## src/hdl/eba_params.svh

```systemverilog
// Constants of the external bus arbitration handshake
`ifndef EBA_PARAMS_SVH
`define EBA_PARAMS_SVH

// ----------------------------------------------------------------------------
// Timing counts, in clk cycles, and the width of the release counter
// ----------------------------------------------------------------------------
`define EBA_PIN_SYNC_STAGES 2
`define EBA_ASYNC_EXTRA_STAGES 2
`define EBA_RELEASE_HIGH_CYCLES 1
`define EBA_RELEASE_HIGH_MAX 16
`define EBA_CNT_W 4

// ----------------------------------------------------------------------------
// Idle and active levels of the active-low lines, and the reset state of the request
// ----------------------------------------------------------------------------
`define EBA_LINE_IDLE 1'b1
`define EBA_LINE_ACTIVE 1'b0
`define EBA_REQ_RESET 1'b0

`endif

```

## src/hdl/eba_pkg.sv

```systemverilog
// Types of the external bus arbitration handshake
package eba_pkg;

    // ------------------------------------------------------------------------
    // Arbitration states
    // ------------------------------------------------------------------------
    typedef enum logic [1:0] {
        EBA_SLAVE = 2'b00,
        EBA_WAIT_FREE = 2'b01,
        EBA_MASTER = 2'b10,
        EBA_RELEASE = 2'b11
    } eba_state_t;

endpackage : eba_pkg

```

## src/hdl/eba_sync_if.sv

```systemverilog
// Carrier of the conditioned grant and busy levels
`timescale 1ns/10ps

interface eba_sync_if;
    logic grant_n;
    logic busy_n;

    modport src (output grant_n, output busy_n);
    modport dst (input grant_n, input busy_n);
endinterface : eba_sync_if

```

## src/hdl/eba_arbiter.sv

```systemverilog
// Bus mastership handshake of the external memory port
// Notes on behaviour
// RULE1 - Request is asserted while the device needs the external bus, dropped after.
// RULE2 - Reset drops the request and returns arbitration to bus slave.
// RULE3 - In stop or wait, request drops if hold bit is 0, else holds.
// RULE4 - The hold request bit forces the request on without a pending access.
// RULE5 - Only external bus needs drive the request; internal activity never does.
// RULE6 - Request may change as master or slave; parked master may drop it.
// RULE7 - The outside arbiter asserts grant to name this device next master.
// RULE8 - After grant, mastership and busy drive wait for busy deasserted.
// RULE9 - Grant removal releases mastership at the end of the current bus cycle.
// RULE10 - Asynchronous arbitration mode passes grant and busy through internal synchronisers.
// RULE11 - In that mode the arbiter spaces one grant removal from the next grant.
// RULE12 - A pending master takes the bus, then asserts busy, after busy deasserts.
// RULE13 - A master may keep busy asserted when idle and reuse the bus.
// RULE14 - Busy is released by driving it high, then tri-stating it.
// RULE15 - Grant and busy are ignored during reset; grant ignored in stop or wait.
`timescale 1ns/10ps
`include "eba_params.svh"

module eba_arbiter
    import eba_pkg::*;
#(
    parameter int RELEASE_CYCLES = `EBA_RELEASE_HIGH_CYCLES,
    parameter int EXTRA_STAGES = `EBA_ASYNC_EXTRA_STAGES
) (
    input wire logic clk,
    input wire logic rst_n,
    input wire logic bus_grant_n,
    input wire logic bus_busy_n_in,
    output logic bus_busy_n_out,
    output logic bus_busy_n_oe,
    output logic bus_request_n,
    input wire logic access_req,
    input wire logic bus_cycle_active,
    input wire logic stop_wait,
    input wire logic hold_request_bit,
    input wire logic async_arbitration_enable,
    output logic bus_master
);

    // ------------------------------------------------------------------------
    // Parameter check
    // ------------------------------------------------------------------------
    localparam int REL_MAX = `EBA_RELEASE_HIGH_MAX;

    if (RELEASE_CYCLES < 1 || RELEASE_CYCLES > REL_MAX) begin : g_bad_release
        $error("eba_arbiter: RELEASE_CYCLES must be within 1 to 16");
    end

    // ------------------------------------------------------------------------
    // Conditioned pin inputs
    // ------------------------------------------------------------------------
    eba_sync_if sif ();

    eba_sync #(
        .EXTRA_STAGES(EXTRA_STAGES)
    ) u_sync (
        .clk(clk),
        .rst_n(rst_n),
        .bus_grant_n(bus_grant_n),
        .bus_busy_n_in(bus_busy_n_in),
        .async_arbitration_enable(async_arbitration_enable),
        .sif(sif)
    );

    // ------------------------------------------------------------------------
    // State
    // ------------------------------------------------------------------------
    typedef struct packed {
        eba_state_t st;
        logic req_n;
        logic busy_out;
        logic busy_oe;
        logic master;
        logic [`EBA_CNT_W-1:0] cnt;
    } eba_arb_st_t;

    eba_arb_st_t s_q;
    eba_arb_st_t s_d;

    // Pin drive of a state: {busy_out, busy_oe, master}
    function automatic logic [2:0] drive_of(input eba_state_t st);
        case (st)
            EBA_MASTER: drive_of = {`EBA_LINE_ACTIVE, 1'b1, 1'b1};
            EBA_RELEASE: drive_of = {`EBA_LINE_IDLE, 1'b1, 1'b0};
            default: drive_of = {`EBA_LINE_IDLE, 1'b0, 1'b0};
        endcase
    endfunction : drive_of

    logic granted;
    logic bus_free;

    assign granted = (sif.grant_n == `EBA_LINE_ACTIVE) && !stop_wait; // RULE15
    assign bus_free = (sif.busy_n == `EBA_LINE_IDLE);

    // ------------------------------------------------------------------------
    // Next state
    // ------------------------------------------------------------------------
    always_comb begin
        s_d = s_q;

        // Request from external bus needs and the hold bit only
        if (stop_wait) begin
            if (!hold_request_bit) begin
                s_d.req_n = 1'b1; // RULE3
            end else begin
                s_d.req_n = s_q.req_n; // RULE3
            end
        end else begin
            s_d.req_n = ~(access_req | hold_request_bit); // RULE1 RULE4 RULE5 RULE6
        end

        case (s_q.st)
            EBA_SLAVE: begin
                if (granted) begin
                    s_d.st = EBA_WAIT_FREE; // RULE7
                end
            end
            EBA_WAIT_FREE: begin
                if (!granted) begin
                    s_d.st = EBA_SLAVE;
                end else if (bus_free) begin
                    s_d.st = EBA_MASTER; // RULE8 RULE12
                end
            end
            EBA_MASTER: begin
                // Parked while granted; leave only when grant goes and cycle ends
                if (!stop_wait && sif.grant_n == `EBA_LINE_IDLE && !bus_cycle_active) begin
                    s_d.st = EBA_RELEASE; // RULE9 RULE13
                    s_d.cnt = `EBA_CNT_W'(RELEASE_CYCLES - 1);
                end
            end
            EBA_RELEASE: begin
                if (s_q.cnt == '0) begin
                    s_d.st = EBA_SLAVE; // RULE14
                end else begin
                    s_d.cnt = s_q.cnt - `EBA_CNT_W'(1);
                end
            end
            default: begin
                s_d.st = EBA_SLAVE;
            end
        endcase

        {s_d.busy_out, s_d.busy_oe, s_d.master} = drive_of(s_d.st); // RULE12 RULE14
    end

    always_ff @(posedge clk) begin
        if (!rst_n) begin
            s_q.st <= EBA_SLAVE; // RULE2 RULE15
            s_q.req_n <= ~`EBA_REQ_RESET; // RULE2
            s_q.busy_out <= `EBA_LINE_IDLE;
            s_q.busy_oe <= 1'b0;
            s_q.master <= 1'b0;
            s_q.cnt <= '0;
        end else begin
            s_q <= s_d;
        end
    end

    // ------------------------------------------------------------------------
    // Outputs
    // ------------------------------------------------------------------------
    assign bus_request_n = s_q.req_n;
    assign bus_busy_n_out = s_q.busy_out;
    assign bus_busy_n_oe = s_q.busy_oe;
    assign bus_master = s_q.master;
endmodule : eba_arbiter

```

## src/hdl/eba_sync.sv

```systemverilog
// Input conditioning of the grant and busy pins
`timescale 1ns/10ps
`include "eba_params.svh"

module eba_sync
    import eba_pkg::*;
#(
    parameter int EXTRA_STAGES = `EBA_ASYNC_EXTRA_STAGES
) (
    input wire logic clk,
    input wire logic rst_n,
    input wire logic bus_grant_n,
    input wire logic bus_busy_n_in,
    input wire logic async_arbitration_enable,
    eba_sync_if.src sif
);

    // ------------------------------------------------------------------------
    // Parameter check
    // ------------------------------------------------------------------------
    if (EXTRA_STAGES < 1) begin : g_bad_stages
        $error("eba_sync: EXTRA_STAGES must be at least 1");
    end

    // ------------------------------------------------------------------------
    // State
    // ------------------------------------------------------------------------
    typedef struct packed {
        logic [`EBA_PIN_SYNC_STAGES-1:0] g_pin;
        logic [`EBA_PIN_SYNC_STAGES-1:0] b_pin;
        logic [EXTRA_STAGES-1:0] g_ext;
        logic [EXTRA_STAGES-1:0] b_ext;
    } eba_sync_st_t;

    eba_sync_st_t s_q;
    eba_sync_st_t s_d;

    always_comb begin
        s_d = s_q;
        // Stage 0 feeds stage 1 only
        s_d.g_pin = {s_q.g_pin[0], bus_grant_n};
        s_d.b_pin = {s_q.b_pin[0], bus_busy_n_in};
        // Extra resynchronisation used in asynchronous arbitration mode
        s_d.g_ext = EXTRA_STAGES'({s_q.g_ext, s_q.g_pin[1]});
        s_d.b_ext = EXTRA_STAGES'({s_q.b_ext, s_q.b_pin[1]});
    end

    always_ff @(posedge clk) begin
        if (!rst_n) begin
            s_q <= '1;
        end else begin
            s_q <= s_d;
        end
    end

    // ------------------------------------------------------------------------
    // Mode select
    // ------------------------------------------------------------------------
    assign sif.grant_n = async_arbitration_enable ? s_q.g_ext[EXTRA_STAGES-1] : s_q.g_pin[1]; // RULE10
    assign sif.busy_n = async_arbitration_enable ? s_q.b_ext[EXTRA_STAGES-1] : s_q.b_pin[1]; // RULE10

endmodule : eba_sync

```

## config.mk

```make
export PLATFORM = sky130hd
export DESIGN_NAME = eba_arbiter
export DESIGN_NICKNAME = d
export VERILOG_FILES = /design/src/hdl/eba_pkg.sv /design/src/hdl/eba_sync_if.sv /design/src/hdl/eba_arbiter.sv /design/src/hdl/eba_sync.sv
export VERILOG_INCLUDE_DIRS = /design/src /design/src/hdl
export SDC_FILE = /design/constraint.sdc
export NUM_CORES = 1
export LEC_CHECK = 0
export ABC_CLOCK_PERIOD_IN_PS = 4100
export BUFFER_PORTS_ARGS = -buffer_cell sky130_fd_sc_hd__buf_2
export CORE_MARGIN = 8
export CORE_UTILIZATION = 38
export DETAILED_ROUTE_END_ITERATION = 16
export GPL_TIMING_DRIVEN = 0
export PLACE_DENSITY = 0.62
export SETUP_SLACK_MARGIN = 0.4
export SYNTH_ARGS = -nofsm -noshare
export SYNTH_HDL_FRONTEND = slang
export SYNTH_SLANG_ARGS = --single-unit
```

## constraint.sdc

```tcl
create_clock -name clk -period 4.1 [get_ports clk]
set_input_delay 0.82 -clock clk [delete_from_list [all_inputs] [get_ports clk]]
set_output_delay 0.82 -clock clk [all_outputs]
set_load 0.02 [all_outputs]
```

Word level (Yosys, flattened, before mapping). Cells that the tools add are included. W data, S select, Z words.

Mux-type cells: 14. Eq/ne operators: 8. Bitwise operators: 3. Reduce and logical (&&, ||, !) cells: 9. Add/subtract/negate cells: 1.

Operator list (count): $mux W2 (5); $eq A2 B2 Y1 const B (4); $mux W4 (2); $pmux W2 S4 (1); $pmux W4 S2 (1); $ne A2 B2 Y1 const B (3); $pmux W3 S2 (1); $logic_not A4 Y1 (1); $mux W1 (4); $sub A4 B1 Y4 const B (1); $logic_and A1 B1 Y1 (3); $reduce_and A3 Y1 (1); $eq A2 B1 Y1 const B (1); $logic_not A1 Y1 (2); $logic_not A2 Y1 (1); $not A1 Y1 (2); $reduce_bool A2 Y1 (1); $or A1 B1 Y1 (1).

Flip-flop bits (word level): 18. Logic and storage cells: 45. Output and inout bits: 4. Input port bits: 9.

Longest topological paths before layout.
Depth after elaboration: 7. Depth in mapped cells: 6. Depth with buffers taken out: 6.

Hierarchy. A second synthesis with hierarchy kept.

Cells, all modules: 70. Area total of the unflattened synthesis: 705.7 µm².

Modules (own cells, without submodules): eba_arbiter (instances 1, area an instance 473.0 µm², cells an instance 52, seq. area each 200.2 µm²); eba_sync (instances 1, area an instance 232.7 µm², cells an instance 18, seq. area each 160.2 µm²).

Worst setup path before layout. Ideal clock, no wire load.

Kind: input to register. From: input port stop_wait. To: register s_q, in the netlist bus_master. Data required time: 3.985 ns. Cell stages on the path: 4. Arrival: 1.705 ns. Setup time: 0.115 ns. Path buffers: 0. Path slack: 2.280 ns. Cell sequence: or4b_1 o22ai_2 a21oi_2 and2_1.

Longest elaborated chain between the ends: 7. Elaborated cells between the ends (all ways): 11. Classes of those cells: eq/ne: 2; mux: 5; reduce/logical: 4.

Ends and longest elaborated chain: start: declaration (RTL line eba_arbiter.sv:36) `input wire logic stop_wait,`; $logic_not A1 Y1 * (RTL line eba_arbiter.sv:94, eba_arbiter.sv:129); $logic_and A1 B1 Y1 (no source line); $logic_and A1 B1 Y1 (RTL line eba_arbiter.sv:129) `` if (!stop_wait && sif.grant_n == `EBA_LINE_IDLE && !bus_cycle_active) begin ``; $mux W2 (RTL line eba_arbiter.sv:129); $pmux W2 S4 * (RTL line eba_arbiter.sv:114) `case (s_q.st)`; $eq A2 B2 Y1 (RTL line eba_arbiter.sv:84) `case (st)`; $pmux W3 S2 * (RTL line eba_arbiter.sv:84); end: declaration (RTL line eba_arbiter.sv:79) `eba_arb_st_t s_q;`.

Mark *: on every way between the ends. The rest lies on a longest branch, timed or not. A chain may end at the register's enable or synchronous reset.

Final worst setup path. Ends and elaborated chain as after synthesis.

==> flow_summary.json <==
{
  "filler_cell_count": 199,
  "yosys.area.top_type": "dfxtp_1",
  "yosysSeqAreaShare_pct": 49.6,
  "fin_skew_ps": 3.56,
  "worst_path_largest_cell_delay_ps": 520,
  "slew_headroom_pct": 71.4,
  "routed_wl_um": 1370,
  "finalHoldViolCount": 0,
  "regToRegStartpoint": "s_q[0]",
  "finalSetupViolations": 0,
  "synth.most_common_cell": "dfxtp_1",
  "cts_num_sinks": 18,
  "synthTopCellsByArea": "dfxtp_1 50%, nand2b_1 9.5%, nand2_1 3.6%",
  "rsz0062_at_grt": "no",
  "n_antenna_cell": 0,
  "cts.repair.resized": 0,
  "cp_data_required_time_ps": 4290,
  "timing.rr.end": "s_q[3]",
  "grt_overflow": 0,
  "core_area_sq_mm": 0.00188,
  "synth_ff_type": "dfxtp_1",
  "fin_nets": 102,
  "syn_inst": 74,
  "whs_path_depth": 1,
  "cts_buffers": 3,
  "netlist.area_leader.share_pct": 49.6,
  "ys_types": 24,
  "die_x_um": 59.7,
  "regArea_sq_um": 360,
  "drive_gt1_share_pct": 23.3,
  "critPathKind": "in -> reg",
  "hold_buffers": 0,
  "critical_path.max_fanout": 4,
  "dr.pass1.iters": 4,
  "die_h_um": 59.7,
  "ys_ff_latch": 18,
  "synth_area_per_cell_sq_um": 9.82,
  "dieArea_sq_mm": 0.00357,
  "grt_pass1_wl_um": 2310,
  "drv_cap": 0,
  "worst_slew_pin_slew_ps": 428,
  "cts_tree": "built",
  "pwr_density_cell_mw_per_mm2": 354,
  "ant_nets": 0,
  "numPortBuffers": 12,
  "num_vias": 557,
  "finalCriticalPeriod_ps": 1730,
  "crit_buf_inv": 1,
  "cts_max_level": 1,
  "antenna_found_initial": 0,
  "worstRegToRegCells": 6,
  "end_kind": "flip-flop",
  "synth_fp_nets": 85,
  "start_util_pct": 38.6,
  "cp.arrival_ps": 1920,
  "wire_per_inst_um": 11.7,
  "post_cts_buffers": 0,
  "netlist_area_sq_um": 727,
  "clkTransAtPathRegs_ps": 100,
  "drv_slew": 0,
  "globalplace.congestion": 0.790,
  "r2r_slack_ps": 2570,
  "grt_max_degree": 11,
  "fmax_mhz": 579,
  "dp_hpwl_um": 1030,
  "drcViolationCount": 0,
  "critPathSlowestCell": "or4b_1",
  "crit_chain": "buf_2 > or4b_1 > o22ai_2 > a21oi_2 > and2_1",
  "fp-row-count": 16,
  "hp-start": "u_sync.s_d[5]",
  "cp-start-kind": "input pin",
  "root_buffer": "clkbuf_4",
  "fin_area_sq_um": 857,
  "multi_input_area_sq_um": 339,
  "status": "completed",
  "vias_per_cell": 4.76,
  "setup-tns-final_ps": 0,
  "clock_latency_ps": 290,
  "path_delay_family": "simple AND/OR/NAND/NOR gates",
  "drtIter0Drc": 12,
  "placed_area_sq_um": 821,
  "area_delta_synth_final_pct": 17.9,
  "hold_class": "reg -> reg",
  "ys_warn_count": 0,
  "ios": 13,
  "fin_crit_sh_pct": 42.1,
  "hold_end": "u_sync.s_d[0]",
  "synth_edf_count": 0,
  "vdd_drop_max_mv": 0.174,
  "synth_commonest_cells": "18 x dfxtp_1, 11 x nand2b_1, 7 x nand2_1, 5 x nand3_1, 4 x inv_1",
  "ys_async_sr_fraction_pct": 0,
  "grt_pass1_vias": 515,
  "grt_usage_pct": 8.65,
  "p_leak_uw": 0.000324,
  "cts_buffer_depth": 2
}
power breakdown:
part	total [uW]	internal (uW)	switching, uW
Sequential	179	178	1.11
Combinational	16.3	7.56	8.72
Clock	107	54.0	53.4
Total	303	240	63.2
cell families (layout without fill, tap and decap cells):
family | after synthesis | in the layout | share of synthesized area, %
AOI/OAI and AO/OA | 10 | 10 | 11.4
adders and majority gates | 2 | 2 | 3.44
buffers and inverters | 7 | 23 | 3.79
DFF | 18 | 18 | 49.6
muxes | 2 | 2 | 2.75
and+or+nand+nor | 35 | 35 | 29.1
through the flow:
step,power [uW],setup slack [ps],util (%),hold WS [ps],cells
floorplan,192,2280,-,386,74
global placement,199,2080,43.6,388,113
detailed placement,200,2060,43.6,397,113
CTS,306,2370,45.5,422,117
global route,319,2320,45.5,435,117
finish,303,2370,45.5,416,117
state kept, by name, summed over array words and instances (netlist names):
name / count
bus_busy_n_oe: 1
bus_busy_n_out: 1
bus_master: 1
bus_request_n: 1
s_q: 6
u_sync.s_d: 6
u_sync.s_q: 2
placed cells by master (no fill, tap or decap):
master	n
clkbuf_4	3
nor2_1	2
a32o_1	2
nor2b_1	1
nor3b_2	2
nand2_1	7
o2111ai_1	1
clkbuf_8	1
a21oi_2	1
or3_1	1
or4_1	1
or4b_1	1
ha_1	2
a221oi_1	1
o22ai_2	1
mux2i_1	2
dfxtp_1	18
o21ai_0	1
and2_1	1
nand3b_1	3
buf_2	13
nand2b_1	11
nand3_1	5
inv_1	4
o22ai_1	3
clkbuf_1	2
routing by layer:
| metal | vias to the layer above | global-route usage, % | wire length, um |
|---|---|---|---|
| li1 | 286 | - | - |
| met1 | 255 | 10.5 | 664 |
| met2 | 12 | 13.1 | 623 |
| met3 | 4 | 3.23 | 64 |
| met4 | 0 | 4.08 | 17 |
| met5 | - | 0 | 0 |
worst max path at each step:
stage,cells after the start,end,start
floorplan,4,bus_master,stop_wait
finish,5,bus_master,stop_wait
global placement,5,bus_master,stop_wait
global route,5,bus_master,async_arbitration_enable
detailed placement,5,bus_master,stop_wait
CTS,5,bus_master,stop_wait
worst register-to-register path: stages, from the launching register on:
cell,delay [ps]
dfxtp_1,340
inv_1,80
ha_1,190
nor3b_2,160
nand2b_1,220
or3_1,400
nand3_1,80
layout make-up:
type,instances,share of cell area (%)
inverter,4,1.75
timing repair buffer,12,7.01
clock buffer,4,4.23
tap,27,3.94
sequential,18,42.0
buffer,3,1.46
multi-input combinational,49,39.6
No activity file was read; power rests on OpenSTA's default activity.
